### config.mk
export PLATFORM = sky130hd
export DESIGN_NAME = lsp_device_end_flat
export DESIGN_NICKNAME = d
export VERILOG_FILES = /design/src/lsp_pkg.sv /design/src/lsp_link_if.sv /design/src/lsp_device_end.sv /design/src/flat_wrapper.sv
export SDC_FILE = /design/constraint.sdc
export NUM_CORES = 2
export LEC_CHECK = 0
export BUFFER_PORTS_ARGS = -buffer_cell sky130_fd_sc_hd__buf_4
export CORE_ASPECT_RATIO = 0.5
export CORE_UTILIZATION = 63
export CTS_CLUSTER_DIAMETER = 40
export DETAILED_ROUTE_END_ITERATION = 10
export GPL_TIMING_DRIVEN = 1
export PLACE_DENSITY = 0.82
export SYNTH_ARGS = -nofsm -noshare
export SYNTH_HDL_FRONTEND = slang
export SYNTH_SLANG_ARGS = --single-unit
### constraint.sdc
create_clock -name clk_sys -period 3.6 [get_ports clk_sys]
set_input_delay 0.72 -clock clk_sys [delete_from_list [all_inputs] [get_ports clk_sys]]
set_output_delay 0.72 -clock clk_sys [all_outputs]
set_load 0.1 [all_outputs]
### src/lsp_pkg.sv
// constants and types shared by both ends of the link status port
//
// What this block does
// - width code: 000 none, 001/010/100 lanes
// - compliance flag high only in polling compliance
// - loopback ready permits transmit words
// - loopback ports always exist; held inactive when not built in
// - transmit control flags: two bits per lane
// - transmit data: sixteen bits per lane
// - single lane: 16-bit data, 2-bit flags
// - receive control flags in transmit lane order
// - receive data 64 or 16 bits, lane order
// - one of idle, init, active flags high
// - link up only when active and passing
// - command: 0 idle, 1 power, 2 vendor, never 3
// - power types 000, 001, 011, 100
// - sent pulse once packet actually transmitted
// - vendor packet carries 24-bit payload
package lsp_pkg;

   // ----------------------------------------------------------------
   // widths
   // ----------------------------------------------------------------
   localparam int LANE_W = 16;
   localparam int KFLAG_W = 2;
   localparam int PAYLOAD_W = 24;
   localparam int FIFO_DEPTH = 16;
   localparam int ADDR_W = 4;

   // ----------------------------------------------------------------
   // codes
   // ----------------------------------------------------------------
   localparam logic [2:0] WIDTH_NONE = 3'h0;
   localparam logic [2:0] WIDTH_X1 = 3'h1;
   localparam logic [2:0] WIDTH_X2 = 3'h2;
   localparam logic [2:0] WIDTH_X4 = 3'h4;

   typedef enum logic [1:0] {
      CMD_IDLE = 2'h0,
      CMD_POWER = 2'h1,
      CMD_VENDOR = 2'h2,
      CMD_UNUSED = 2'h3
   } lsp_cmd_t;

   typedef enum logic [2:0] {
      PM_ENTER_L1 = 3'h0,
      PM_ENTER_L2 = 3'h1,
      PM_ASPM_L1 = 3'h3,
      PM_REQ_ACK = 3'h4
   } lsp_pm_t;

   typedef enum logic [1:0] {
      LINK_LAYER_IDLE_FLAG = 2'h0,
      LINK_LAYER_INIT_FLAG = 2'h1,
      LINK_LAYER_ACTIVE_FLAG = 2'h2
   } lsp_dl_t;

   // ----------------------------------------------------------------
   // host register map (byte addresses) and status field positions
   // ----------------------------------------------------------------
   localparam logic [ADDR_W-1:0] REG_CTRL = 4'h0;
   localparam logic [ADDR_W-1:0] REG_PAYLOAD = 4'h4;
   localparam logic [ADDR_W-1:0] REG_STATUS = 4'h8;
   localparam int CTRL_CMD_LSB = 0;
   localparam int CTRL_PM_LSB = 2;
   localparam int ST_WIDTH_LSB = 0;
   localparam int ST_COMPLY = 3;
   localparam int ST_IDLE = 4;
   localparam int ST_INIT = 5;
   localparam int ST_ACTIVE = 6;
   localparam int ST_UP = 7;
   localparam int ST_BUSY = 8;
   localparam int ST_SENT = 9;
   localparam logic [31:0] RDATA_RESET = 32'h0;

endpackage : lsp_pkg

### src/lsp_link_if.sv
// interface joining the device end and the host end of the status port
interface lsp_link_if #(
   parameter int DW = 64
);
   // status, system side
   logic [2:0] link_width_code;
   logic pollComplianceFlag;
   logic link_layer_idle_flag;
   logic link_layer_init_flag;
   logic link_layer_active_flag;
   logic link_layer_up_flag;
   // link-layer packet command
   logic [1:0] pktCmd;
   logic [2:0] pmType;
   logic [lsp_pkg::PAYLOAD_W-1:0] vendorPayload;
   logic pktSent;
   // master loopback
   logic lbkTxReady;
   logic lbkTxValid;
   logic [DW-1:0] lbkTxData;
   logic [DW/8-1:0] lbkTxKcntl;
   logic lbkRxValid;
   logic [DW-1:0] lbkRxData;
   logic [DW/8-1:0] lbkRxKcntl;

   modport dev (
      output link_width_code, pollComplianceFlag, link_layer_idle_flag,
      output link_layer_init_flag, link_layer_active_flag,
      output link_layer_up_flag, pktSent, lbkTxReady,
      output lbkRxValid, lbkRxData, lbkRxKcntl,
      input pktCmd, pmType, vendorPayload,
      input lbkTxValid, lbkTxData, lbkTxKcntl
   );

   modport host (
      input link_width_code, pollComplianceFlag, link_layer_idle_flag,
      input link_layer_init_flag, link_layer_active_flag,
      input link_layer_up_flag, pktSent, lbkTxReady,
      input lbkRxValid, lbkRxData, lbkRxKcntl,
      output pktCmd, pmType, vendorPayload,
      output lbkTxValid, lbkTxData, lbkTxKcntl
   );
endinterface : lsp_link_if

### src/lsp_device_end.sv
// device end: status flags, loopback lanes with transmit fifo, packet sender

// ------------------------------------------------------------------
// fifo: flip-flop storage, registered full and empty
// ------------------------------------------------------------------
module lsp_fifo #(
   parameter int W = 72,
   parameter int DEPTH = 16
) (
   input wire logic clk_sys,
   input wire logic rst_b,
   input wire logic inValid,
   output logic inReady,
   input wire logic [W-1:0] inData,
   output logic outValid,
   input wire logic outReady,
   output logic [W-1:0] outData
);
   localparam int AW = $clog2(DEPTH);

   typedef struct packed {
      logic [DEPTH-1:0][W-1:0] mem;
      logic [AW-1:0] wrPtr;
      logic [AW-1:0] rdPtr;
      logic [AW:0] count;
      logic notFull;
      logic notEmpty;
   } lsp_fifo_st_t;

   lsp_fifo_st_t st;
   lsp_fifo_st_t next_st;
   logic push;
   logic pop;

   // flags are registered so that ready never depends on the far side
   always_comb begin
      next_st = st;
      push = inValid && st.notFull;
      pop = outReady && st.notEmpty;
      if (push) begin
         next_st.mem[st.wrPtr] = inData;
         next_st.wrPtr = st.wrPtr + 1'b1;
      end
      if (pop) begin
         next_st.rdPtr = st.rdPtr + 1'b1;
      end
      next_st.count = st.count + {{AW{1'b0}}, push} - {{AW{1'b0}}, pop};
      next_st.notFull = next_st.count != DEPTH[AW:0];
      next_st.notEmpty = next_st.count != '0;
   end

   always_ff @(posedge clk_sys or negedge rst_b) begin
      if (!rst_b) begin
         st <= '0;
         st.notFull <= 1'b1;
      end else begin
         st <= next_st;
      end
   end

   assign inReady = st.notFull;
   assign outValid = st.notEmpty;
   assign outData = st.mem[st.rdPtr];
endmodule : lsp_fifo

// ------------------------------------------------------------------
// device end
// ------------------------------------------------------------------
module lsp_device_end #(
   parameter bit MULTI_LANE = 1'b1,
   parameter bit LOOPBACK_EN = 1'b1,
   parameter int DW = MULTI_LANE ? 64 : 16
) (
   input wire logic clk_sys,
   input wire logic rst_b,
   lsp_link_if.dev link,
   input wire logic [2:0] trainedLanes,
   input wire logic inPollCompliance,
   input wire logic [1:0] dlState,
   input wire logic tlpPassing,
   output logic serTxValid,
   output logic [DW-1:0] serTxData,
   output logic [DW/8-1:0] serTxKcntl,
   input wire logic serTxReady,
   input wire logic serRxValid,
   input wire logic [DW-1:0] serRxData,
   input wire logic [DW/8-1:0] serRxKcntl,
   output logic pktOutValid,
   output logic [1:0] pktOutCmd,
   output logic [2:0] pktOutPmType,
   output logic [lsp_pkg::PAYLOAD_W-1:0] pktOutPayload,
   input wire logic pktOutDone
);
   localparam int KW = DW / 8;
   localparam int FW = DW + KW;

   typedef struct packed {
      logic [2:0] widthCode;
      logic comply;
      logic dlIdle;
      logic dlInit;
      logic dlActive;
      logic dlUp;
      logic lbkReady;
      logic txValid;
      logic [DW-1:0] txData;
      logic [KW-1:0] txKcntl;
      logic rxValid;
      logic [DW-1:0] rxData;
      logic [KW-1:0] rxKcntl;
      logic pktBusy;
      logic pktWaitIdle;
      logic [1:0] pktCmd;
      logic [2:0] pmType;
      logic [lsp_pkg::PAYLOAD_W-1:0] payload;
      logic sent;
   } lsp_dev_st_t;

   lsp_dev_st_t st;
   lsp_dev_st_t next_st;
   logic fifoInReady;
   logic fifoOutValid;
   logic fifoPop;
   logic [FW-1:0] fifoOut;

   // lane count to one-hot width code
   function automatic logic [2:0] width_code(input logic [2:0] lanes);
      unique case (lanes)
         3'h1: width_code = lsp_pkg::WIDTH_X1;
         3'h2: width_code = lsp_pkg::WIDTH_X2;
         3'h4: width_code = lsp_pkg::WIDTH_X4;
         default: width_code = lsp_pkg::WIDTH_NONE;
      endcase
   endfunction : width_code

   // ----------------------------------------------------------------
   // transmit loopback buffer
   // ----------------------------------------------------------------
   lsp_fifo #(
      .W(FW),
      .DEPTH(lsp_pkg::FIFO_DEPTH)
   ) u_tx_fifo (
      .clk_sys(clk_sys),
      .rst_b(rst_b),
      .inValid(link.lbkTxValid && st.lbkReady),
      .inReady(fifoInReady),
      .inData({link.lbkTxKcntl, link.lbkTxData}),
      .outValid(fifoOutValid),
      .outReady(fifoPop),
      .outData(fifoOut)
   );

   // output stage refills whenever it is empty or being taken
   assign fifoPop = LOOPBACK_EN && (!st.txValid || serTxReady);

   always_comb begin
      next_st = st;
      next_st.widthCode = width_code(trainedLanes);
      next_st.comply = inPollCompliance;
      // unknown state codes fall back to inactive, keeping one flag high
      next_st.dlInit = dlState == lsp_pkg::LINK_LAYER_INIT_FLAG;
      next_st.dlActive = dlState == lsp_pkg::LINK_LAYER_ACTIVE_FLAG;
      next_st.dlIdle = !next_st.dlInit && !next_st.dlActive;
      next_st.dlUp = next_st.dlActive && tlpPassing;

      // loopback: ready only when built in and the buffer has room;
      // ready rests one cycle after each taken word, because that word
      // may fill the buffer before its registered full flag shows it
      next_st.lbkReady = LOOPBACK_EN && fifoInReady &&
         !(link.lbkTxValid && st.lbkReady);
      if (fifoPop) begin
         next_st.txValid = fifoOutValid;
         next_st.txData = fifoOut[DW-1:0];
         next_st.txKcntl = fifoOut[FW-1:DW];
      end
      // lanes kept in place: lane n in slice n, its flags in pair n
      next_st.rxValid = LOOPBACK_EN && serRxValid;
      if (LOOPBACK_EN && serRxValid) begin
         next_st.rxData = serRxData;
         next_st.rxKcntl = serRxKcntl;
      end

      // packet sender; command 3 and repeats of a held command ignored
      next_st.sent = 1'b0;
      if (st.pktBusy) begin
         if (pktOutDone) begin
            next_st.pktBusy = 1'b0;
            next_st.pktWaitIdle = 1'b1;
            next_st.sent = 1'b1;
         end
      end else if (st.pktWaitIdle) begin
         // a command still held after sending is not a new request
         if (link.pktCmd == lsp_pkg::CMD_IDLE) begin
            next_st.pktWaitIdle = 1'b0;
         end
      end else if (link.pktCmd == lsp_pkg::CMD_POWER ||
            link.pktCmd == lsp_pkg::CMD_VENDOR) begin
         next_st.pktBusy = 1'b1;
         next_st.pktCmd = link.pktCmd;
         next_st.pmType = link.pmType;
         next_st.payload = link.vendorPayload;
      end
   end

   always_ff @(posedge clk_sys or negedge rst_b) begin
      if (!rst_b) begin
         st <= '0;
         st.dlIdle <= 1'b1;
      end else begin
         st <= next_st;
      end
   end

   // ----------------------------------------------------------------
   // outputs, each straight from a flip-flop
   // ----------------------------------------------------------------
   assign link.link_width_code = st.widthCode;
   assign link.pollComplianceFlag = st.comply;
   assign link.link_layer_idle_flag = st.dlIdle;
   assign link.link_layer_init_flag = st.dlInit;
   assign link.link_layer_active_flag = st.dlActive;
   assign link.link_layer_up_flag = st.dlUp;
   assign link.pktSent = st.sent;
   assign link.lbkTxReady = st.lbkReady;
   assign link.lbkRxValid = st.rxValid;
   assign link.lbkRxData = st.rxData;
   assign link.lbkRxKcntl = st.rxKcntl;
   assign serTxValid = st.txValid;
   assign serTxData = st.txData;
   assign serTxKcntl = st.txKcntl;
   assign pktOutValid = st.pktBusy;
   assign pktOutCmd = st.pktCmd;
   assign pktOutPmType = st.pmType;
   assign pktOutPayload = st.payload;
endmodule : lsp_device_end

### src/flat_wrapper.sv
// flat-port wrapper written by rule: the top's interface ports become plain ports
module lsp_device_end_flat 
#(
   parameter bit MULTI_LANE = 1'b1,
   parameter bit LOOPBACK_EN = 1'b1,
   parameter int DW = MULTI_LANE ? 64 : 16
)
  (clk_sys, rst_b, trainedLanes, inPollCompliance, dlState, tlpPassing, serTxValid, serTxData, serTxKcntl, serTxReady, serRxValid, serRxData, serRxKcntl, pktOutValid, pktOutCmd, pktOutPmType, pktOutPayload, pktOutDone, link_link_width_code, link_pollComplianceFlag, link_link_layer_idle_flag, link_link_layer_init_flag, link_link_layer_active_flag, link_link_layer_up_flag, link_pktSent, link_lbkTxReady, link_lbkRxValid, link_lbkRxData, link_lbkRxKcntl, link_pktCmd, link_pmType, link_vendorPayload, link_lbkTxValid, link_lbkTxData, link_lbkTxKcntl);
  lsp_link_if #(.DW(DW)) link_i ();
  input wire logic clk_sys;
  input wire logic rst_b;
  input wire logic [2:0] trainedLanes;
  input wire logic inPollCompliance;
  input wire logic [1:0] dlState;
  input wire logic tlpPassing;
  output logic serTxValid;
  output logic [DW-1:0] serTxData;
  output logic [DW/8-1:0] serTxKcntl;
  input wire logic serTxReady;
  input wire logic serRxValid;
  input wire logic [DW-1:0] serRxData;
  input wire logic [DW/8-1:0] serRxKcntl;
  output logic pktOutValid;
  output logic [1:0] pktOutCmd;
  output logic [2:0] pktOutPmType;
  output logic [lsp_pkg::PAYLOAD_W-1:0] pktOutPayload;
  input wire logic pktOutDone;
  output wire logic [$bits(link_i.link_width_code)-1:0] link_link_width_code;
  output wire logic [$bits(link_i.pollComplianceFlag)-1:0] link_pollComplianceFlag;
  output wire logic [$bits(link_i.link_layer_idle_flag)-1:0] link_link_layer_idle_flag;
  output wire logic [$bits(link_i.link_layer_init_flag)-1:0] link_link_layer_init_flag;
  output wire logic [$bits(link_i.link_layer_active_flag)-1:0] link_link_layer_active_flag;
  output wire logic [$bits(link_i.link_layer_up_flag)-1:0] link_link_layer_up_flag;
  output wire logic [$bits(link_i.pktSent)-1:0] link_pktSent;
  output wire logic [$bits(link_i.lbkTxReady)-1:0] link_lbkTxReady;
  output wire logic [$bits(link_i.lbkRxValid)-1:0] link_lbkRxValid;
  output wire logic [$bits(link_i.lbkRxData)-1:0] link_lbkRxData;
  output wire logic [$bits(link_i.lbkRxKcntl)-1:0] link_lbkRxKcntl;
  input wire logic [$bits(link_i.pktCmd)-1:0] link_pktCmd;
  input wire logic [$bits(link_i.pmType)-1:0] link_pmType;
  input wire logic [$bits(link_i.vendorPayload)-1:0] link_vendorPayload;
  input wire logic [$bits(link_i.lbkTxValid)-1:0] link_lbkTxValid;
  input wire logic [$bits(link_i.lbkTxData)-1:0] link_lbkTxData;
  input wire logic [$bits(link_i.lbkTxKcntl)-1:0] link_lbkTxKcntl;
  assign link_link_width_code = link_i.link_width_code;
  assign link_pollComplianceFlag = link_i.pollComplianceFlag;
  assign link_link_layer_idle_flag = link_i.link_layer_idle_flag;
  assign link_link_layer_init_flag = link_i.link_layer_init_flag;
  assign link_link_layer_active_flag = link_i.link_layer_active_flag;
  assign link_link_layer_up_flag = link_i.link_layer_up_flag;
  assign link_pktSent = link_i.pktSent;
  assign link_lbkTxReady = link_i.lbkTxReady;
  assign link_lbkRxValid = link_i.lbkRxValid;
  assign link_lbkRxData = link_i.lbkRxData;
  assign link_lbkRxKcntl = link_i.lbkRxKcntl;
  assign link_i.pktCmd = link_pktCmd;
  assign link_i.pmType = link_pmType;
  assign link_i.vendorPayload = link_vendorPayload;
  assign link_i.lbkTxValid = link_lbkTxValid;
  assign link_i.lbkTxData = link_lbkTxData;
  assign link_i.lbkTxKcntl = link_lbkTxKcntl;
  lsp_device_end #(.MULTI_LANE(MULTI_LANE), .LOOPBACK_EN(LOOPBACK_EN), .DW(DW)) u_core (.clk_sys(clk_sys), .rst_b(rst_b), .link(link_i), .trainedLanes(trainedLanes), .inPollCompliance(inPollCompliance), .dlState(dlState), .tlpPassing(tlpPassing), .serTxValid(serTxValid), .serTxData(serTxData), .serTxKcntl(serTxKcntl), .serTxReady(serTxReady), .serRxValid(serRxValid), .serRxData(serRxData), .serRxKcntl(serRxKcntl), .pktOutValid(pktOutValid), .pktOutCmd(pktOutCmd), .pktOutPmType(pktOutPmType), .pktOutPayload(pktOutPayload), .pktOutDone(pktOutDone));
endmodule
* After elaboration in Yosys (flattened, before gate mapping)
Index checks and enable logic that the tools add are counted.
** Word-level totals
- Input bits :: 186
- Output and inout bits :: 186
- Flip-flop bits (word level) :: 1354
** Operators by class
- Add/sub/neg operators :: 4
- Reductions and logical operators :: 16
- Equal/unequal tests :: 9
- Mux-type cells :: 14
- Bitwise logic cells :: 2
- Order comparisons :: 3
** Operators with widths (number)
- $bwmux W1152 :: 1
- $bmux W72 S4 :: 1
- $demux W72 S4 :: 1
- $mux W72 :: 2
- $lt A4 B5 Y1 const B :: 2
- $pmux W3 S3 :: 1
- $add A4 B1 Y4 const B :: 2
- $logic_and A1 B1 Y1 :: 7
- $mux W1 :: 6
- $add A5 B1 Y5 :: 1
- $ne A5 B5 Y1 const B :: 1
- $reduce_bool A5 Y1 :: 1
- $sub A5 B1 Y5 :: 1
- $eq A2 B1 Y1 const B :: 2
- $eq A2 B2 Y1 const B :: 2
- $ge A4 B1 Y1 const B :: 1
- $logic_not A1 Y1 :: 4
- $mux W2 :: 2
- $eq A3 B1 Y1 const B :: 1
- $eq A3 B2 Y1 const B :: 1
- $eq A3 B3 Y1 const B :: 1
- $reduce_and A3 Y1 :: 1
- $logic_not A2 Y1 :: 1
- $logic_or A1 B1 Y1 :: 2
- 2 further kinds :: 3

* Longest topological paths before layout
- Depth in word-level cells :: 5
- Gate-level depth with buffers :: 11

* Hierarchy
Synthesis repeated with hierarchy kept, for this count alone.
** Unflattened totals
- Cell total of the unflattened synthesis :: 3756
- Area total of the unflattened synthesis :: 60850.9 um2
** Modules (own cells, without submodules)
- lsp_fifo :: area each 52346.5 um2, cells an instance 3179, times used 1
- lsp_device_end :: area each 8504.4 um2, cells an instance 577, times used 1

* Worst setup path before layout
No wires, ideal clock.
- Path kind :: reg2reg
- Start point :: register u_core.st, in the netlist u_core.serTxValid
- End point :: register u_core.u_tx_fifo.st, in the netlist u_core.u_tx_fifo.outValid
- Library setup time :: 132 ps
- Period minus slack after synthesis :: 3091 ps
- Data arrival time :: 2959 ps
- Stages on the path, launching flop included :: 12
- Slack :: 509 ps
- Path through :: dfrtp_1 -> nand2b_1 -> and2_1 -> clkbuf_1 -> ha_1 -> inv_1 -> ha_1 -> fa_1 -> a21o_1 -> a21oi_1 -> xnor2_1 -> nand3b_1
** RTL lines
- from (decl) :: line lsp_device_end.sv:119 : lsp_dev_st_t st;
- from (signal assigned) :: line lsp_device_end.sv:210 : st <= next_st;
- to (signal assigned) :: line lsp_device_end.sv:57 : st <= next_st;
- to (decl) :: line lsp_device_end.sv:30 : lsp_fifo_st_t st;

==> flow_metrics.env <==
export IMPL_synth_area_mm2=0.0611
export IMPL_synthSimpleGateAreaFrac=0.0386
export IMPL_hpwl_um=80500
export IMPL_synthDistinctLibCells=41
export IMPL_synth_area_mux_share=0.326
export IMPL_worstPathMaxFanout=9
export IMPL_async_flop_share=1.00
export IMPL_cts_root_buffer="clkbuf_16"
export IMPL_remaining_drc_errors=0
export IMPL_pin_count=372
export IMPL_tightest_slew_ps=1090
export IMPL_wl_um=148000
export IMPL_drive_gt1_frac=0.396
export IMPL_synth_compound_area_share=0.0273
export IMPL_fmax_mhz=357
export IMPL_powerDensity_mw_per_mm2=957
export IMPL_wl_per_cell_um=25.1
export IMPL_worstPathCellList="and3_1, inv_1, ha_1, inv_1, ha_1, fa_1, a21o_1, a21oi_1, xnor2_1, nand3b_1"
export IMPL_synth_edf_count=0
export IMPL_synth_fa_ha_area_frac=0.00299
export IMPL_htree_levels=4
export IMPL_yosysTopAreaCell="dfrtp_1"
export IMPL_finalCritPeriodShare=0.777
export IMPL_whs_ps=80.4
export IMPL_min_path_cells=1
export IMPL_rrSetupSlack_ps=800
export IMPL_critical_path_arrival_ps=3420
export IMPL_hold_class="input pin to register"
export IMPL_core_region_area_mm2=0.0957
export IMPL_post_route_min_period_ps=2800
export IMPL_status="finished clean"
export IMPL_min_from="inPollCompliance"
export IMPL_p_int_mw=41.0
export IMPL_cts_made_buffers=132
export IMPL_slew_viol_final=0
export IMPL_cp_end_kind="register"
export IMPL_grt_first_pass_wirelength_um=232000
export IMPL_grt_overflow_total=0
export IMPL_hold_viol=0
export IMPL_n_fill_cell=6200
export IMPL_ys_ff_latch=1354
export IMPL_multiInputGateArea_mm2=0.0243
export IMPL_slew_headroom=0.272
export IMPL_syn_area_per_cell_um2=13.7
export IMPL_skew_ps=37.0
export IMPL_clkSinkCount=1354
export IMPL_area_delta_synth_final_pct=12.2
export IMPL_syn_inst=4457
export IMPL_critPathRequiredTime_ps=4220
export IMPL_via_count=37100
export IMPL_fin_nets=4729
export IMPL_synth_top_family_by_area="multiplexers"
export IMPL_drt_iter0_markers=3160
export IMPL_track_usage=0.305
export IMPL_combPwrFrac=0.391
export IMPL_synth_nets=4657
export IMPL_antenna_found_initial=9
export IMPL_rows=80
export IMPL_clkSlewWorstSetupHoldPaths_ps=60
export IMPL_cp_startpoint="u_core.u_tx_fifo.inReady"
export IMPL_crit_slowest_cell="dfstp_2"
export IMPL_finalSetupViolCount=0
export IMPL_ys_seq_area_frac=0.554
export IMPL_vias_per_cell=6.28
export IMPL_cts_tree="built"
export IMPL_pre_cts_ws_ps=547
export IMPL_grt_pass1_vias=39500
export IMPL_synth_top_cell_area_share=0.554
export IMPL_clockPowerShare=0.217
export IMPL_rr_worst_depth=10
export IMPL_setup_ws_ps=802
export IMPL_power_mw=65.6
export IMPL_dp_cells=5665
export IMPL_die_h_um=222
export IMPL_synth_xor_area_share=0.00143
export IMPL_r2r_start="u_core.u_tx_fifo.inReady"
export IMPL_r2r_end="u_core.u_tx_fifo.outValid"
export IMPL_cap_viol_max_count=0
export IMPL_dieArea_mm2=0.0983
export IMPL_startpoint_type="register"
export IMPL_clk_path_buf_depth=3
export IMPL_irDropWorstVdd_uv=920
export IMPL_die_w_um=442
export IMPL_seq_power_share=0.392
export IMPL_start_util=0.639
export IMPL_place_congestion=0.773
export IMPL_ys_flop_type="dfrtp_1"
export IMPL_io_buffers=371
export IMPL_rsz0062_at_grt="no"
export IMPL_power_leakage_nw=32.0
export IMPL_stdcell_count=5904
export IMPL_antenna_left=0
export IMPL_worstSetupPathType="register to register"
export IMPL_final_setup_tns_ps=0
export IMPL_drt_pass1_iterations=5
export IMPL_max_stage_delay_ps=530
export IMPL_clock_latency_ps=760
export IMPL_hold_end="u_core.link.pollComplianceFlag"
export IMPL_grt_max_degree=124
export IMPL_p_sw_mw=24.7
export IMPL_synth_top_cells_by_area="dfrtp_1 55%, mux2_2 20%, mux2i_1 9.2%, mux2_1 2.7%, a22oi_1 2.6%"
export IMPL_seq_area_mm2=0.0339
export IMPL_p_sw_frac=0.376
export IMPL_ys_warn_count=0
==> critical path, delay by kind of cell, from the launching register on <==
kind / cells / cell delay, ps
buffers and inverters: 2 / 150
AND/OR/NAND/NOR: 2 / 540
XOR/XNOR: 1 / 130
adder cells (fa/ha/maj): 3 / 950
flip-flops: 1 / 530
AO/OA/AOI/OAI: 2 / 370
==> through the flow <==
step	area, µm²	util
4_1_cts	68500	0.716
3_5_place_dp	64100	0.670
2_1_floorplan	61100	-
6_report	68600	0.716
3_3_place_gp	64100	0.670
5_1_grt	68600	0.716
==> per-layer routing <==
layer / part of all wire / track usage
met4: 0.025 / 0.0976
met3: 0.058 / 0.0508
met1: 0.43 / 0.430
met2: 0.48 / 0.487
met5: 0.00018 / 0
==> cell type report <==
cell class,count,share of cell area
diodes,7,0.000256
clock buffers,178,0.0547
clock inverters,53,0.00975
inverters,15,0.000821
multi-input cells,2549,0.355
flip-flops and latches,1354,0.494
well taps,1271,0.0232
repair buffers,477,0.0621
==> cell usage after synthesis, drive strengths merged (2+ instances only) <==
| master | n |
|---|---|
| nor3b | 4 |
| mux4 | 6 |
| buf | 441 |
| nand2 | 220 |
| nand3 | 71 |
| nor2b | 5 |
| and2 | 3 |
| clkbuf | 98 |
| nor3 | 4 |
| a21oi | 3 |
| o22ai | 2 |
| dfstp | 2 |
| xor2 | 3 |
| a22oi | 210 |
| dfrtp | 1352 |
| mux2 | 1258 |
| xnor2 | 7 |
| a21o | 3 |
| or3 | 3 |
| mux2i | 560 |
| nand2b | 5 |
| inv | 15 |
| a211oi | 2 |
| a31oi | 2 |
| nor2 | 18 |
| ha | 13 |
| nand4 | 142 |
==> timing repair <==
item                                   CTS  global route
hold buffers                             1             0
endpoints found under the hold margin    6             0
setup endpoints to repair                0             0
setup buffers                            0             0
gates resized for setup                  0             0
==> power by group through the flow <==
stage / logic (mW) / registers, mW / clock network (mW)
after floorplan: 20.9 / 24.4 / 0
after global placement: 24.7 / 25.3 / 0
after detailed placement: 25.5 / 25.8 / 0
after CTS: 25.7 / 25.6 / 14.4
after global routing: 27.2 / 26.4 / 15.0
final: 25.7 / 25.7 / 14.2
==> logic make-up after synthesis <==
| kind of cell | count (synthesis) |
|---|---|
| AND/OR/NAND/NOR | 477 |
| adder cells (fa/ha/maj) | 14 |
| multiplexers | 1824 |
| buffers and inverters | 554 |
| XOR/XNOR | 10 |
| flip-flops | 1354 |
| AO/OA/AOI/OAI | 224 |
==> sequential cells by signal, indices dropped and copies added (netlist names), 2 cells and up <==
name / cells
u_core.link.lbkRxData: 64
u_core.link.lbkRxKcntl: 8
u_core.link.link_width_code: 3
u_core.pktOutCmd: 2
u_core.pktOutPayload: 24
u_core.pktOutPmType: 3
u_core.serTxData: 64
u_core.serTxKcntl: 8
u_core.u_tx_fifo.st: 1165
==> placed cells by master (no fill, tap or decap), types with 8 or more instances in the layout <==
| master | netlist | final |
|---|---|---|
| a22oi_1 | 210 | 210 |
| buf_12 | 0 | 52 |
| buf_4 | 180 | 423 |
| bufinv_16 | 0 | 11 |
| clkbuf_1 | 98 | 22 |
| clkbuf_16 | 0 | 135 |
| clkbuf_8 | 0 | 21 |
| clkinv_2 | 0 | 16 |
| clkinvlp_4 | 0 | 8 |
| dfrtp_1 | 1352 | 1350 |
| ha_1 | 13 | 13 |
| inv_1 | 15 | 15 |
| inv_6 | 0 | 9 |
| mux2_1 | 147 | 147 |
| mux2_2 | 1111 | 1111 |
| mux2i_1 | 560 | 560 |
| nand2_1 | 219 | 219 |
| nand3_1 | 71 | 71 |
| nand4_1 | 142 | 142 |
| nor2_4 | 0 | 14 |
==> how the worst max path moves through the flow <==
stage                                      to  slack, ps
floorplan           u_core.u_tx_fifo.outValid        510
global placement    u_core.u_tx_fifo.outValid        490
detailed placement  u_core.u_tx_fifo.outValid        550
CTS                 u_core.u_tx_fifo.outValid        810
global route        u_core.u_tx_fifo.outValid        690
finish              u_core.u_tx_fifo.outValid        800
Note: power is estimated with default switching activity, not from simulation.
